[config.mk]
export PLATFORM = sky130hd
export DESIGN_NAME = ufsd_decoder
export DESIGN_NICKNAME = d
export VERILOG_FILES = /design/src/hw/ufsd_buf.v /design/src/hw/ufsd_decoder.v
export VERILOG_INCLUDE_DIRS = /design/src /design/src/hw
export SDC_FILE = /design/constraint.sdc
export NUM_CORES = 1
export LEC_CHECK = 0
export CAP_MARGIN = 20
export CORE_AREA = 2 2 93 59
export CTS_BUF_LIST = sky130_fd_sc_hd__clkbuf_8
export DETAILED_ROUTE_END_ITERATION = 16
export DIE_AREA = 0 0 95 61
export DONT_BUFFER_PORTS = 1
export PLACE_DENSITY = 0.77
export SLEW_MARGIN = 20
export SYNTH_ARGS = -nofsm -noshare
export SYNTH_HDL_FRONTEND = slang
export SYNTH_SLANG_ARGS = --single-unit
[constraint.sdc]
create_clock -name i_clk_sys -period 2.5 [get_ports i_clk_sys]
set_clock_uncertainty 0.05 [all_clocks]
set_input_delay 0.25 -clock i_clk_sys [delete_from_list [all_inputs] [get_ports i_clk_sys]]
set_output_delay 0.25 -clock i_clk_sys [all_outputs]
set_load 0.01 [all_outputs]
[src/hw/ufsd_defs.vh]
// constants of the ultra fast-mode slave address decoder
// assumes: included by bare name from hw/ufsd_decoder.v and hw/ufsd_buf.v
// Behaviour
// - ten-bit addressing carries writes only; direction never changes mid message.
// - after start, match 11110 plus own two upper bits, direction zero.
// - after prefix match, all eight bits of next byte must equal own low byte.
// - selected ten-bit slave stays addressed until stop or start with other address.
// - groups 0000xxx and 1111xxx are special: broadcast, start byte, ten-bit, reserved.
// - a broadcast-capable slave receives after all-zero address with write direction.
// - broadcast bytes the slave cannot process are discarded.
// - second broadcast byte gives meaning; lsb one ignores whole sequence.
// - second byte 06h resets the slave, then loads the programmable address part.
// - second byte 04h loads the programmable address part without reset.
// - master never sends 00h second byte; slaves ignore all undefined codes.
// - answering the software reset sequence is optional.
// - the repeated start after the start byte resets the receiver.
// - the start byte is never acknowledged; its ninth clock only keeps format.
// - no device identification read-out exists in this mode.
// - legacy three-wire address is never answered; message ignored until stop.
// - every start or repeated start resets bus logic to expect an address. Decoder ignores starts in ST_LEGACY until stop.
// - start is data falling while clock high; stop is data rising while clock high.
// - every byte is eight bits, most significant bit first.
`ifndef UFSD_DEFS_VH
`define UFSD_DEFS_VH

// ************
// bytes and bits
// ************
`define UFSD_BYTE_W 8
`define UFSD_BIT_CNT_W 4
`define UFSD_LAST_DATA_BIT 4'h7
`define UFSD_ACK_BIT 4'h8
`define UFSD_BIT_ZERO 4'h0

// ************
// first byte classes
// ************
`define UFSD_ADDR_ZERO 7'h00
`define UFSD_ADDR_LEGACY 7'h01
`define UFSD_LOW_GROUP 4'h0
`define UFSD_TEN_PREFIX 5'h1e
`define UFSD_HIGH_RSVD 5'h1f
`define UFSD_DIR_WRITE 1'h0

// ************
// field positions in an address byte and in the ten-bit address
// ************
`define UFSD_DIR_POS 0
`define UFSD_ADDR_HI 7
`define UFSD_ADDR_LO 1
`define UFSD_GRP_LO 4
`define UFSD_TOP_LO 3
`define UFSD_UP_HI 2
`define UFSD_UP_LO 1
`define UFSD_TEN_UP_HI 9
`define UFSD_TEN_UP_LO 8

// ************
// broadcast second byte codes
// ************
`define UFSD_GC_RESET_PROG 8'h06
`define UFSD_GC_PROG 8'h04

// ************
// address and buffer widths, buffer depth and reset values
// ************
`define UFSD_PROG_W 2
`define UFSD_PROG_RST 2'h0
`define UFSD_BUF_CNT_W 2
`define UFSD_BUF_DEPTH 2'h2
`define UFSD_BUF_EMPTY 2'h0

`endif

[src/hw/ufsd_buf.v]
// two-entry byte buffer with valid/ready on both sides
// assumes: one clock, asynchronous active-high reset, clock enable
`timescale 1ns/10ps
`default_nettype none
`include "ufsd_defs.vh"

module ufsd_buf (
	// clock and reset
	input wire i_clk_sys,
	input wire i_rst,
	input wire i_ce,
	input wire i_flush,
	// fill side
	input wire i_in_valid,
	input wire [`UFSD_BYTE_W-1:0] i_in_data,
	output wire o_in_ready,
	// drain side
	output wire o_out_valid,
	output wire [`UFSD_BYTE_W-1:0] o_out_data,
	input wire i_out_ready
);
	reg [`UFSD_BYTE_W-1:0] ent0_q;
	reg [`UFSD_BYTE_W-1:0] ent1_q;
	reg [`UFSD_BUF_CNT_W-1:0] cnt_q;
	wire push;
	wire pop;

	assign o_in_ready = (cnt_q != `UFSD_BUF_DEPTH);
	assign o_out_valid = (cnt_q != `UFSD_BUF_EMPTY);
	assign o_out_data = ent0_q;
	assign push = i_in_valid & o_in_ready;
	assign pop = o_out_valid & i_out_ready;

	always @(posedge i_clk_sys or posedge i_rst) begin
		if (i_rst) begin
			ent0_q <= 8'h00;
			ent1_q <= 8'h00;
			cnt_q <= `UFSD_BUF_EMPTY;
		end else if (i_ce) begin
			if (i_flush) begin
				cnt_q <= `UFSD_BUF_EMPTY;
			end else begin
				// head moves up on pop, new byte lands behind what stays
				if (pop) begin
					ent0_q <= (cnt_q == `UFSD_BUF_DEPTH) ? ent1_q : i_in_data;
				end else if (push && cnt_q == `UFSD_BUF_EMPTY) begin
					ent0_q <= i_in_data;
				end
				if (push && ((cnt_q == 2'h1 && !pop) || cnt_q == `UFSD_BUF_DEPTH)) begin
					ent1_q <= i_in_data;
				end
				if (push && !pop) begin
					cnt_q <= cnt_q + 2'h1;
				end else if (pop && !push) begin
					cnt_q <= cnt_q - 2'h1;
				end
			end
		end
	end
endmodule // ufsd_buf

`default_nettype wire

[src/hw/ufsd_decoder.v]
// slave-receiver address decoder for the unidirectional two-wire bus
// assumes: bus lines are asynchronous pins, system clock much faster than the bus clock
`timescale 1ns/10ps
`default_nettype none
`include "ufsd_defs.vh"

module ufsd_decoder (
	// clock and reset
	input wire i_clk_sys,
	input wire i_rst,
	input wire i_ce,
	// bus pins, input only
	input wire i_uscl,
	input wire i_usda,
	// own address configuration
	input wire [6:0] i_own_addr7,
	input wire [9:0] i_own_addr10,
	input wire i_ten_bit_en,
	input wire i_gc_en,
	input wire i_swrst_en,
	input wire [`UFSD_PROG_W-1:0] i_prog_pins,
	// received data stream
	output wire o_rx_valid,
	output wire [`UFSD_BYTE_W-1:0] o_rx_data,
	input wire i_rx_ready,
	// status
	output reg o_addressed,
	output reg o_busy,
	output reg o_overrun,
	output reg o_soft_reset,
	output reg o_prog_load,
	output reg [`UFSD_PROG_W-1:0] o_prog_addr
);
	// ************
	// states and first byte classes
	// ************
	localparam ST_IDLE = 3'h0;
	localparam ST_ADDR1 = 3'h1;
	localparam ST_ADDR2 = 3'h2;
	localparam ST_DATA = 3'h3;
	localparam ST_GC2 = 3'h4;
	localparam ST_DISC = 3'h5;
	localparam ST_LEGACY = 3'h6;

	localparam CL_GC = 3'h0;
	localparam CL_STARTB = 3'h1;
	localparam CL_LEGACY = 3'h2;
	localparam CL_RSVD = 3'h3;
	localparam CL_TEN = 3'h4;
	localparam CL_SEVEN = 3'h5;

	// ************
	// address byte fields
	// ************
	// seven address bits above the direction bit
	function [6:0] addr_field;
		input [`UFSD_BYTE_W-1:0] b;
		begin
			addr_field = b[`UFSD_ADDR_HI:`UFSD_ADDR_LO];
		end
	endfunction

	function is_write;
		input [`UFSD_BYTE_W-1:0] b;
		begin
			is_write = (b[`UFSD_DIR_POS] == `UFSD_DIR_WRITE);
		end
	endfunction

	// top five bits split ten-bit prefix from high reserved group
	function [4:0] top_field;
		input [`UFSD_BYTE_W-1:0] b;
		begin
			top_field = b[`UFSD_ADDR_HI:`UFSD_TOP_LO];
		end
	endfunction

	// upper two bits of a ten-bit address inside the prefix byte
	function [1:0] ten_upper;
		input [`UFSD_BYTE_W-1:0] b;
		begin
			ten_upper = b[`UFSD_UP_HI:`UFSD_UP_LO];
		end
	endfunction

	// ************
	// first byte classification
	// ************
	// reserved groups
	function [2:0] addr_class;
		input [`UFSD_BYTE_W-1:0] b;
		begin
			if (addr_field(b) == `UFSD_ADDR_ZERO) begin
				addr_class = is_write(b) ? CL_GC : CL_STARTB;
			end else if (addr_field(b) == `UFSD_ADDR_LEGACY) begin
				addr_class = CL_LEGACY;
			end else if (b[`UFSD_ADDR_HI:`UFSD_GRP_LO] == `UFSD_LOW_GROUP) begin
				addr_class = CL_RSVD;
			end else if (top_field(b) == `UFSD_HIGH_RSVD) begin
				addr_class = CL_RSVD;
			end else if (top_field(b) == `UFSD_TEN_PREFIX) begin
				addr_class = CL_TEN;
			end else begin
				addr_class = CL_SEVEN;
			end
		end
	endfunction

	// ************
	// pin synchronisers
	// ************
	reg [1:0] sync1_q;
	reg [1:0] sync2_q;
	reg [1:0] sync3_q;
	reg scl_lvl_q;
	reg sda_lvl_q;
	wire scl_ok;
	wire sda_ok;
	wire scl_new;
	wire sda_new;
	wire scl_rise;
	wire start_det;
	wire stop_det;

	always @(posedge i_clk_sys or posedge i_rst) begin
		if (i_rst) begin
			sync1_q <= 2'h3;
			sync2_q <= 2'h3;
			sync3_q <= 2'h3;
			scl_lvl_q <= 1'h1;
			sda_lvl_q <= 1'h1;
		end else if (i_ce) begin
			sync1_q <= {i_uscl, i_usda};
			sync2_q <= sync1_q;
			sync3_q <= sync2_q;
			if (scl_ok) begin
				scl_lvl_q <= scl_new;
			end
			if (sda_ok) begin
				sda_lvl_q <= sda_new;
			end
		end
	end

	// a change counts once second and third stage agree
	// first stage may settle late, so nothing but the second reads it
	assign scl_ok = (sync2_q[1] == sync3_q[1]);
	assign sda_ok = (sync2_q[0] == sync3_q[0]);
	assign scl_new = sync3_q[1];
	assign sda_new = sync3_q[0];
	assign scl_rise = scl_ok & scl_new & ~scl_lvl_q;
	assign start_det = sda_ok & ~sda_new & sda_lvl_q & scl_lvl_q & scl_new;
	assign stop_det = sda_ok & sda_new & ~sda_lvl_q & scl_lvl_q & scl_new;

	// ************
	// bit shifter
	// ************
	reg [`UFSD_BYTE_W-2:0] shift_q;
	reg [`UFSD_BIT_CNT_W-1:0] bit_q;
	wire byte_done;
	wire [`UFSD_BYTE_W-1:0] rx_byte;

	assign rx_byte = {shift_q, sda_lvl_q};
	assign byte_done = scl_rise & (bit_q == `UFSD_LAST_DATA_BIT);

	always @(posedge i_clk_sys or posedge i_rst) begin
		if (i_rst) begin
			shift_q <= 7'h00;
			bit_q <= `UFSD_BIT_ZERO;
		end else if (i_ce) begin
			if (start_det) begin
				bit_q <= `UFSD_BIT_ZERO;
			end else if (scl_rise) begin
				shift_q <= rx_byte[`UFSD_BYTE_W-2:0];
				// ninth bit sampled but never used
				if (bit_q == `UFSD_ACK_BIT) begin
					bit_q <= `UFSD_BIT_ZERO;
				end else begin
					bit_q <= bit_q + 4'h1;
				end
			end
		end
	end

	// ************
	// effective addresses
	// ************
	wire [6:0] eff7;
	wire [9:0] eff10;
	reg [`UFSD_PROG_W-1:0] prog_q;

	assign eff7 = {i_own_addr7[6:`UFSD_PROG_W], prog_q};
	assign eff10 = {i_own_addr10[9:`UFSD_PROG_W], prog_q};

	// ************
	// decoder state machine
	// ************
	reg [2:0] st_q;
	reg [2:0] st_d;
	reg sel10_q;
	reg sel10_d;
	reg push;
	reg flush;
	reg do_reset;
	reg do_prog;
	wire buf_ready;

	always @* begin
		st_d = st_q;
		sel10_d = sel10_q;
		push = 1'b0;
		flush = 1'b0;
		do_reset = 1'b0;
		do_prog = 1'b0;
		if (st_q == ST_LEGACY) begin
			if (stop_det) begin
				st_d = ST_IDLE;
			end
		end else if (stop_det) begin
			st_d = ST_IDLE;
			sel10_d = 1'b0;
		end else if (start_det) begin
			st_d = ST_ADDR1;
		end else if (byte_done) begin
			case (st_q)
				ST_ADDR1: begin
					sel10_d = 1'b0;
					st_d = ST_DISC;
					case (addr_class(rx_byte))
						CL_GC: begin
							if (i_gc_en) begin
								st_d = ST_GC2;
							end
						end
						CL_STARTB: begin
							st_d = ST_DISC;
						end
						CL_LEGACY: begin
							st_d = ST_LEGACY;
						end
						CL_TEN: begin
							if (i_ten_bit_en &&
								ten_upper(rx_byte) == eff10[`UFSD_TEN_UP_HI:`UFSD_TEN_UP_LO] &&
								is_write(rx_byte)) begin
								st_d = ST_ADDR2;
								sel10_d = sel10_q;
							end
						end
						CL_SEVEN: begin
							if (addr_field(rx_byte) == eff7 && is_write(rx_byte)) begin
								st_d = ST_DATA;
							end
						end
						default: begin
							st_d = ST_DISC;
						end
					endcase
				end
				ST_ADDR2: begin
					if (rx_byte == eff10[`UFSD_BYTE_W-1:0]) begin
						st_d = ST_DATA;
						sel10_d = 1'b1;
					end else begin
						st_d = ST_DISC;
						sel10_d = 1'b0;
					end
				end
				ST_DATA: begin
					push = 1'b1;
				end
				ST_GC2: begin
					st_d = ST_DISC;
					if (rx_byte == `UFSD_GC_RESET_PROG && i_swrst_en) begin
						do_reset = 1'b1;
						do_prog = 1'b1;
						flush = 1'b1;
						sel10_d = 1'b0;
					end else if (rx_byte == `UFSD_GC_PROG) begin
						do_prog = 1'b1;
					end
				end
				ST_DISC: begin
					st_d = ST_DISC;
				end
				default: begin
					st_d = ST_IDLE;
				end
			endcase
		end
	end

	always @(posedge i_clk_sys or posedge i_rst) begin
		if (i_rst) begin
			st_q <= ST_IDLE;
			sel10_q <= 1'b0;
			prog_q <= `UFSD_PROG_RST;
			o_addressed <= 1'b0;
			o_busy <= 1'b0;
			o_overrun <= 1'b0;
			o_soft_reset <= 1'b0;
			o_prog_load <= 1'b0;
			o_prog_addr <= `UFSD_PROG_RST;
		end else if (i_ce) begin
			st_q <= st_d;
			sel10_q <= sel10_d;
			o_addressed <= sel10_d | (st_d == ST_DATA);
			o_busy <= (st_d != ST_IDLE);
			o_overrun <= push & ~buf_ready;
			o_soft_reset <= do_reset;
			o_prog_load <= do_prog;
			if (do_prog) begin
				prog_q <= i_prog_pins;
				o_prog_addr <= i_prog_pins;
			end
		end
	end

	// ************
	// receive buffer
	// ************
	ufsd_buf u_buf (
		.i_clk_sys(i_clk_sys),
		.i_rst(i_rst),
		.i_ce(i_ce),
		.i_flush(flush),
		.i_in_valid(push),
		.i_in_data(rx_byte),
		.o_in_ready(buf_ready),
		.o_out_valid(o_rx_valid),
		.o_out_data(o_rx_data),
		.i_out_ready(i_rx_ready)
	);
endmodule // ufsd_decoder

`default_nettype wire

==> results of run 1 <==
[kinds of logic (layout without fill, tap and decap cells)]
| kind of cell | Yosys count | count (layout) |
|---|---|---|
| xor gates and xnor gates | 18 | 18 |
| DFF | 48 | 48 |
| adders and majority gates | 8 | 8 |
| muxes | 31 | 31 |
| AOI/OAI and AO/OA | 65 | 65 |
| and+or+nand+nor | 77 | 77 |
| buffers and inverters | 31 | 49 |
[power breakdown]
part | leakage (nW) | internal [mW] | total (mW) | switching [mW]
Clock | 0.0583 | 0.301 | 0.569 | 0.268
Combinational | 0.734 | 0.582 | 1.21 | 0.628
Sequential | 0.596 | 1.01 | 1.31 | 0.306
[sequential cells by signal, summed over array words and instances, names as in the netlist]
register          count
sync1_q               2
u_buf.ent1_q          8
sel10_q               1
o_prog_load           1
o_soft_reset          1
shift_q               7
o_addressed           1
sda_lvl_q             1
scl_lvl_q             1
bit_q                 4
o_busy                1
st_q                  3
prog_q                2
sync2_q               2
sync3_q               2
o_overrun             1
u_buf.o_out_data      8
u_buf.cnt_q           2
[worst register-to-register path: stages (launching register included)]
cell and delay, ns:
dfstp_2 0.57, ha_4 0.13, nor4bb_4 0.27, nand2_2 0.16, or4_4 0.54, nor3_4 0.25
mux2_4 0.32
[layout by cell type, fill, tap and decap left out, types with 7 or more instances in the layout]
cell type / instances
a21oi_1: 15
buf_4: 23
dfrtp_1: 40
dfstp_2: 8
ha_1: 7
inv_1: 15
mux2_2: 19
mux2i_1: 10
nand2_1: 16
nand4_1: 9
nor2_1: 16
o21ai_0: 19
xnor2_1: 16
[area by class of cell]
type / count / area, um^2 / share of cell area, %
multi-input cells: 199 / 1498 / 47.39
repair buffers: 25 / 192.7 / 6.097
flip-flops and latches: 48 / 1211 / 38.32
clock buffers: 5 / 68.82 / 2.177
clock inverters: 3 / 47.55 / 1.504
well taps: 66 / 82.58 / 2.613
inverters: 16 / 60.06 / 1.900
[metrics by stage]
step / hold WS (ns) / power (mW) / util (%) / cell area (um^2) / setup TNS, ns
floorplan: 0.3347 / 2.195 / - / 2810 / 0
global placement: 0.08807 / 2.469 / 60.38 / 2977 / 0
detailed placement: 0.08910 / 2.503 / 60.38 / 2977 / -0.07665
CTS: 0.002152 / 3.089 / 63.27 / 3119 / 0
global route: 0.006645 / 3.319 / 64.11 / 3161 / 0
finish: 0.01148 / 3.090 / 64.11 / 3161 / 0
[worst paths after layout]
check                           startpoint                   to  slack (ns)  cells after the start
max reg2reg                     sync2_q[1]            prog_q[0]        0.10                      6
max in group asynchronous            i_rst            scl_lvl_q        1.42                      3
min in group asynchronous            i_rst  u_buf.o_out_data[3]        0.34                      2
min reg2reg                u_buf.ent1_q[0]      u_buf.ent1_q[0]        0.45                      2
min                                   i_ce           sync3_q[0]        0.01                      2
max                             sync2_q[1]            prog_q[0]        0.10                      6
[metal layers]
metal / track usage (%) / wire, um
met1: 34.44 / 2872
met2: 37.69 / 2740
met3: 6.708 / 649
met4: 3.520 / 12
met5: 0 / 0
[timing repair]
item	CTS	global route
endpoints found under the setup margin	10	19
pin swaps	0	4
hold buffers	2	0
resized for setup	2	5
hold endpoints to repair	21	0
setup buffers	0	2
==> reports/metrics.cfg, run 1 <==
[run_status]
outcome=complete, no violations

[worst_setup_path]
critPathCaptureType=register
max_stage_delay_ns=0.57
critPathArrivalTime_ns=2.53
crit_required_ns=2.63
slowest_stage=dfstp_2
path_cells=ha_4 > nor4bb_4 > nand2_2 > or4_4 > nor3_4 > mux2_4
crit_family=simple AND/OR/NAND/NOR gates
start_kind=register
crit_buf_inv=0
critPathMaxFanout=5
crit_type=reg2reg

[route]
routed_via_density=6.039
routed-via-count=2186
drt_pre_antenna_iters=4
finalWirelength_mm=6.275
antenna_left=0
first_iter_violations=187
routedWlPerCell_um=17.33
route.detailed.drc=0

[floorplanning]
boundaryPins=44
fp-row-count=20
start_util_pct=57.01
die_area_um2=5795
core_area_um2=4930
die_w_um=95
dieHeight_um=61

[clock_tree]
cts_buffer_depth=2
cts_tree=yes
clock_sinks=48
cts_root_buf=clkbuf_8
clock_latency_ns=0.30
cts_made_buffers=5
path_clk_slew_ns=0.08
htree_levels=2

[synth]
synth_area_leaders=dfrtp_1 36%, mux2_2 7.6%, dfstp_2 7.5%, xnor2_1 5.0%, ha_1 3.6%
synth_top_area_cell=dfrtp_1
synth_nets=314
synth-main-ff-cell=dfrtp_1
synthCells=278
ys_async_sr_fraction_pct=100.0
yosysWarnings=0
ys_ff_latch=48
synth_commonest_cells=40 x dfrtp_1, 19 x mux2_2, 19 x o21ai_0, 17 x nor2_1
ys_types=55
synth_top_family_by_area=simple AND/OR/NAND/NOR gates
synth_enable_flop_cells=0
synth-simple-area-share_pct=15.58
synth_area_um2=2810
synth-xor-area-share_pct=5.610
synth-compound-area-share_pct=15.41
synth_adder_area_share_pct=3.562
avgSynthCellArea_um2=10.11
synthMuxAreaShare_pct=11.98
yosysSeqAreaShare_pct=43.10
synth_most_common_cell=dfrtp_1
synth_top_area_share_pct=35.62

[grt]
grt_max_degree=25
antenna_found_initial=0
grt_util_all_layers_pct=24.01
grt_pass1_vias=2145
grt_pass1_wl_mm=10.38
overflow=0

[placement]
hpwl_mm=4.759
placedCellCount=350
gp_congestion=0.9528
dp_slack_ns=-0.01939
numPortBuffers=0

[final_layout]
layout-drive-gt1-share_pct=25.34
n_antenna_cell=0
n_fill_cell=392
final_nets=331
synthToLayoutAreaGrowth_pct=12.47
final_cells=362

[sta]
slew_headroom_pct=60.86
finalMaxSlewViolations=0
setup_slack_ns=0.1048
worst_pin_slew_ns=0.5865
rsz0062_at_grt=no
post-route-period-util_pct=95.81
period_needed_ns=2.395
finalSetupViolations=0
hold_viol=0
clock.fmax_mhz=417.5

[power]
cellLeakagePower_nw=1.388
p_per_area_nw_per_um2=977.8
peakVddDrop_mv=0.4777

[min_path]
hold_class=in2reg

[flow_run]
maxCapViolCount=0

Note: power is estimated with default switching activity, not from simulation.
==> run 2, diff against run 1 <==
HOLD_SLACK_MARGIN = 0.02   (was not set)
==> reports/metrics.cfg, run 2 (synthesis gave the netlist of run 1 again) <==
[clock_tree]
cts_buffer_depth=2  ; unchanged
cts_root_buf=clkbuf_8
clock_sinks=48  ; unchanged
cts_tree=yes
cts_made_buffers=5  ; unchanged
clock_latency_ns=0.30  ; about the same
htree_levels=2  ; unchanged
path_clk_slew_ns=0.09  ; about the same

[sta]
worst_pin_slew_ns=0.5780  ; -0.008433 ns
period_needed_ns=2.386  ; -0.009302 ns
finalMaxSlewViolations=0  ; unchanged
finalSetupViolations=0  ; unchanged
slew_headroom_pct=61.42  ; +0.56 points
setup_slack_ns=0.1141  ; +0.009302 ns
clock.fmax_mhz=419.1  ; +0.39%
hold_viol=0  ; unchanged
post-route-period-util_pct=95.43  ; -0.37 points
rsz0062_at_grt=no

[floorplanning]
die_w_um=95  ; unchanged
core_area_um2=4930  ; unchanged
fp-row-count=20  ; unchanged
boundaryPins=44  ; unchanged
die_area_um2=5795  ; unchanged
dieHeight_um=61  ; unchanged
start_util_pct=57.01  ; unchanged

[flow_run]
maxCapViolCount=0  ; unchanged

[power]
peakVddDrop_mv=0.4769  ; -0.16%
p_sw_mw=1.203  ; +0.15%
internal_power_mw=1.889  ; about the same
p_clk_share_pct=18.5  ; about the same
p_comb_share_pct=39.2  ; about the same
switching_share_pct=38.91  ; about the same
power_frac_seq_pct=42.3  ; about the same
p_per_area_nw_per_um2=978.4  ; about the same
cellLeakagePower_nw=1.388  ; unchanged

[min_path]
hold_class=in2reg
worstHoldPathCells=1  ; -1

[route]
finalWirelength_mm=6.275  ; unchanged
dr_wl_met3_um=594  ; -8.5%
routedWlPerCell_um=17.33  ; unchanged
route.detailed.drc=0  ; unchanged
dr.max_layer_used=met4
route.met2.wl_mm=2.714  ; -0.95%
wl_met1_mm=2.928  ; +1.9%
routed-via-count=2176  ; -0.46%
routed_via_density=6.011  ; -0.46%
antenna_left=0  ; unchanged
drt_pre_antenna_iters=4  ; unchanged
first_iter_violations=157  ; -16%

[worst_setup_path]
rr_worst_depth=6  ; unchanged
crit_required_ns=2.64  ; about the same
critPathArrivalTime_ns=2.52  ; about the same
crit_type=reg2reg
critPathMaxFanout=5  ; unchanged
start_kind=register
critPathCaptureType=register

[run_status]
outcome=complete, no violations

[grt]
grt_max_degree=21  ; -16%
grt_util_all_layers_pct=24.01  ; unchanged
antenna_found_initial=0  ; unchanged
grt_pass1_vias=2151  ; +0.28%
overflow=0  ; unchanged
grt_pass1_wl_mm=10.38  ; about the same

[placement]
gp_congestion=0.9528  ; unchanged
hpwl_mm=4.759  ; unchanged
numPortBuffers=0  ; unchanged
placedCellCount=350  ; unchanged
place_area_um2=2977  ; unchanged
dp_slack_ns=-0.01939  ; unchanged

[final_layout]
n_antenna_cell=0  ; unchanged
layout-drive-gt1-share_pct=25.34  ; unchanged
n_fill_cell=392  ; unchanged
final_common_cell=dfrtp_1
synthToLayoutAreaGrowth_pct=12.47  ; unchanged
final_cell_mix=40 x dfrtp_1, 23 x buf_4, 19 x o21ai_0, 19 x mux2_2
final_nets=331  ; unchanged
final_cells=362  ; unchanged
final_cell_area_um2=3161  ; unchanged

## run 2: cell type report
cell class | instances | area (um^2) | share of cell area [%]
clock buffer | 5 | 68.82 | 2.177
multi-input combinational | 199 | 1498 | 47.39
sequential | 48 | 1211 | 38.32
tap | 66 | 82.58 | 2.613
clock inverter | 3 | 47.55 | 1.504
timing repair buffer | 25 | 192.7 | 6.097
inverter | 16 | 60.06 | 1.900
## run 2: metal layers
metal  up-vias  GRT usage [%]
met2        79          37.79
li1       1034              -
met1      1057          34.36
met5         -              0
met4         0          3.520
met3         6          6.708
## run 2: worst paths after layout
kind,startpoint,endpoint,slack (ns)
min in group asynchronous,i_rst,u_buf.o_out_data[3],0.33
max in group asynchronous,i_rst,scl_lvl_q,1.43
worst min-delay path,i_ce,st_q[0],0.03
worst max-delay path,sync2_q[1],prog_q[0],0.11
worst min register to register,u_buf.ent1_q[0],u_buf.ent1_q[0],0.45
worst max register to register,sync2_q[1],prog_q[0],0.11
## run 2: stage by stage
stage	hold WS (ns)	total power [mW]	TNS (ns)	util, %
CTS	0.02025	3.090	0	63.27
detailed placement	0.08910	2.503	-0.07665	60.38
finish	0.02752	3.092	0	64.11
global placement	0.08807	2.469	0	60.38
floorplan	0.3347	2.195	0	-
global route	0.02606	3.320	0	64.11
## run 2: power groups by stage
stage          clock network (mW)  logic, mW  registers [mW]
5_1_grt                     0.610       1.36            1.35
2_1_floorplan                   0       1.00            1.19
3_5_place_dp                    0       1.18            1.32
3_3_place_gp                    0       1.16            1.31
6_report                    0.572       1.21            1.31
4_1_cts                     0.585       1.20            1.31
## run 2: what timing repair did
action,4_1_cts,5_1_grt
resized for setup,2,5
hold endpoints to repair,23,0
setup buffers,0,2
hold buffers,2,0
pin swaps,0,4
endpoints found under the setup margin,10,19
## run 2: critical path: stages (launching register included)
cell      delay [ns]
dfstp_2         0.57
ha_4            0.13
nor4bb_4        0.27
nand2_2         0.15
or4_4           0.53
nor3_4          0.25
mux2_4          0.32
==> run 3, diff against run 2 <==
--- a/config.mk
+++ b/config.mk
@@ -9,9 +9,10 @@
 export CAP_MARGIN = 20
-export CORE_AREA = 2 2 93 59
-export CTS_BUF_LIST = sky130_fd_sc_hd__clkbuf_8
+export CORE_AREA = 2 2 94 60
+export CTS_BUF_LIST = sky130_fd_sc_hd__clkbuf_16
 export DETAILED_ROUTE_END_ITERATION = 16
-export DIE_AREA = 0 0 95 61
+export DIE_AREA = 0 0 96 62
 export DONT_BUFFER_PORTS = 1
 export HOLD_SLACK_MARGIN = 0.02
-export PLACE_DENSITY = 0.77
+export PLACE_DENSITY = 0.75
+export REMOVE_ABC_BUFFERS = 1
 export SLEW_MARGIN = 20
--- a/constraint.sdc
+++ b/constraint.sdc
@@ -4,2 +4,2 @@
 set_output_delay 0.25 -clock i_clk_sys [all_outputs]
-set_load 0.01 [all_outputs]
+set_load 0.05 [all_outputs]
==> reports/metrics.cfg, run 3 (synthesis gave the netlist of run 1 again) <==
[sta]
finalSetupTns_ns=0  ; unchanged
slew_headroom_pct=45.31  ; -16 points
setup_slack_ns=0.1320  ; +0.01792 ns
hold_slack_ns=0.02906  ; +0.001538 ns
post-route-period-util_pct=94.72  ; -0.72 points
hold_viol=0  ; unchanged
worst_pin_slew_ns=0.8194  ; +0.2414 ns
clock.fmax_mhz=422.3  ; +0.76%
finalMaxSlewViolations=0  ; unchanged
period_needed_ns=2.368  ; -0.01792 ns
rsz0062_at_grt=no
finalSetupViolations=0  ; unchanged

[placement]
place_area_um2=2958  ; -0.63%
gp_congestion=0.9567  ; +0.41%
numPortBuffers=0  ; unchanged
hpwl_mm=4.517  ; -5.1%
dp_slack_ns=0.01802  ; +0.03742 ns

[floorplanning]
boundaryPins=44  ; unchanged
die_area_um2=5952  ; +2.7%
core_area_um2=5229  ; +6.1%
dieHeight_um=62  ; +1.6%
die_w_um=96  ; +1.1%
fp-row-count=21  ; +5.0%
start_util_pct=53.74  ; -3.3 points

[worst_setup_path]
critPathCaptureType=register
crit_type=reg2reg
crit_required_ns=2.62  ; -0.02 ns
rrSetupSlack_ns=0.13  ; +0.02 ns
critPathArrivalTime_ns=2.49  ; -0.03 ns
critPathMaxFanout=4  ; -1
start_kind=register

[route]
antenna_left=0  ; unchanged
routed-via-count=2135  ; -1.9%
route.detailed.drc=0  ; unchanged
routed_via_density=5.931  ; -1.3%
routedWlPerCell_um=17.16  ; -0.98%
first_iter_violations=184  ; +17%
drt_pre_antenna_iters=4  ; unchanged
finalWirelength_mm=6.179  ; -1.5%

[final_layout]
synthToLayoutAreaGrowth_pct=12.42  ; about the same
n_antenna_cell=0  ; unchanged
final_cell_mix=40 x dfrtp_1, 19 x o21ai_0, 19 x mux2_2
final_common_cell=dfrtp_1
n_fill_cell=452  ; +15%
final_cell_area_um2=3159  ; about the same
layout-drive-gt1-share_pct=22.68  ; -2.7 points
final_nets=326  ; -1.5%
fin_util_pct=60.42  ; -3.7 points

[grt]
grt_pass1_wl_mm=10.03  ; -3.4%
grt_util_all_layers_pct=22.39  ; -1.6 points
grt_pass1_vias=1957  ; -9.0%
overflow=0  ; unchanged
grt_max_degree=49  ; +130%
antenna_found_initial=0  ; unchanged

[flow_run]
maxCapViolCount=0  ; unchanged

[clock_tree]
cts_made_buffers=5  ; unchanged
clock_sinks=48  ; unchanged
cts_tree=yes
clock_latency_ns=0.29  ; about the same
path_clk_slew_ns=0.06  ; -0.03 ns
htree_levels=2  ; unchanged
cts_root_buf=clkbuf_16
cts_setup_buffers=0  ; unchanged
cts_buffer_depth=2  ; unchanged

[min_path]
hold_class=in2reg

[run_status]
outcome=complete, no violations

[power]
peakVddDrop_mv=0.4921  ; +3.2%
cellLeakagePower_nw=1.384  ; -0.32%
p_per_area_nw_per_um2=1123  ; +15%

-- run 3: changes by cell type in the layout (fill, tap and decap cells not counted), moves of 2 or more --
cell	previous run	this run
clkbuf_16	0	5
buf_4	23	18
mux2_1	0	2
clkbuf_8	5	0
mux2_4	2	0
-- run 3: cell type report --
cell class	instances	area (um^2)	share of cell area (%)
Multi-Input combinational cell	199	1473	46.61
Sequential cell	48	1211	38.34
Timing Repair Buffer	20	155.1	4.911
Clock buffer	5	125.1	3.960
Tap cell	69	86.33	2.733
Inverter	16	61.31	1.941
Clock inverter	3	47.55	1.505
-- run 3: power by group --
| part | internal [mW] | switching (mW) | total, mW |
|---|---|---|---|
| registers | 1.00 | 0.524 | 1.53 |
| logic | 0.588 | 0.664 | 1.25 |
| clock network | 0.475 | 0.296 | 0.772 |
-- run 3: final timing paths --
check,from,end,cells past startpoint
worst max-delay path,sync2_q[1],prog_q[1],6
worst min-delay path,i_ce,scl_lvl_q,2
worst max register to register,sync2_q[1],prog_q[1],6
worst min register to register,u_buf.ent1_q[0],u_buf.ent1_q[0],2
max in group asynchronous,i_rst,o_overrun,2
min in group asynchronous,i_rst,u_buf.ent1_q[7],2
-- run 3: what timing repair did --
item / in CTS / in global routing
hold endpoints to repair: 5 / 38
setup endpoints to repair: 0 / 19
gates resized for setup: 0 / 2
hold buffers: 1 / 1
-- run 3: worst max-delay path: stages (launching register included) --
cell	delay [ns]
dfstp_2	0.54
ha_1	0.16
nor4bb_4	0.29
nand2_2	0.14
or4_4	0.55
nor3_4	0.19
mux2_1	0.33
-- run 3: metal layers --
metal | GRT usage [%] | vias to the layer above | part of all wire [%]
met4 | 4.286 | 0 | 0.68
li1 | - | 1028 | -
met2 | 32.64 | 73 | 42
met3 | 7.358 | 6 | 8.4
met1 | 32.90 | 1028 | 49
met5 | 0 | - | 0
-- run 3: per-stage QoR --
| step | instances | total power [mW] |
|---|---|---|
| 2_1_floorplan | 263 | 2.385 |
| 4_1_cts | 359 | 3.551 |
| 5_1_grt | 360 | 3.764 |
| 6_report | 360 | 3.548 |
| 3_3_place_gp | 350 | 2.712 |
| 3_5_place_dp | 350 | 2.770 |
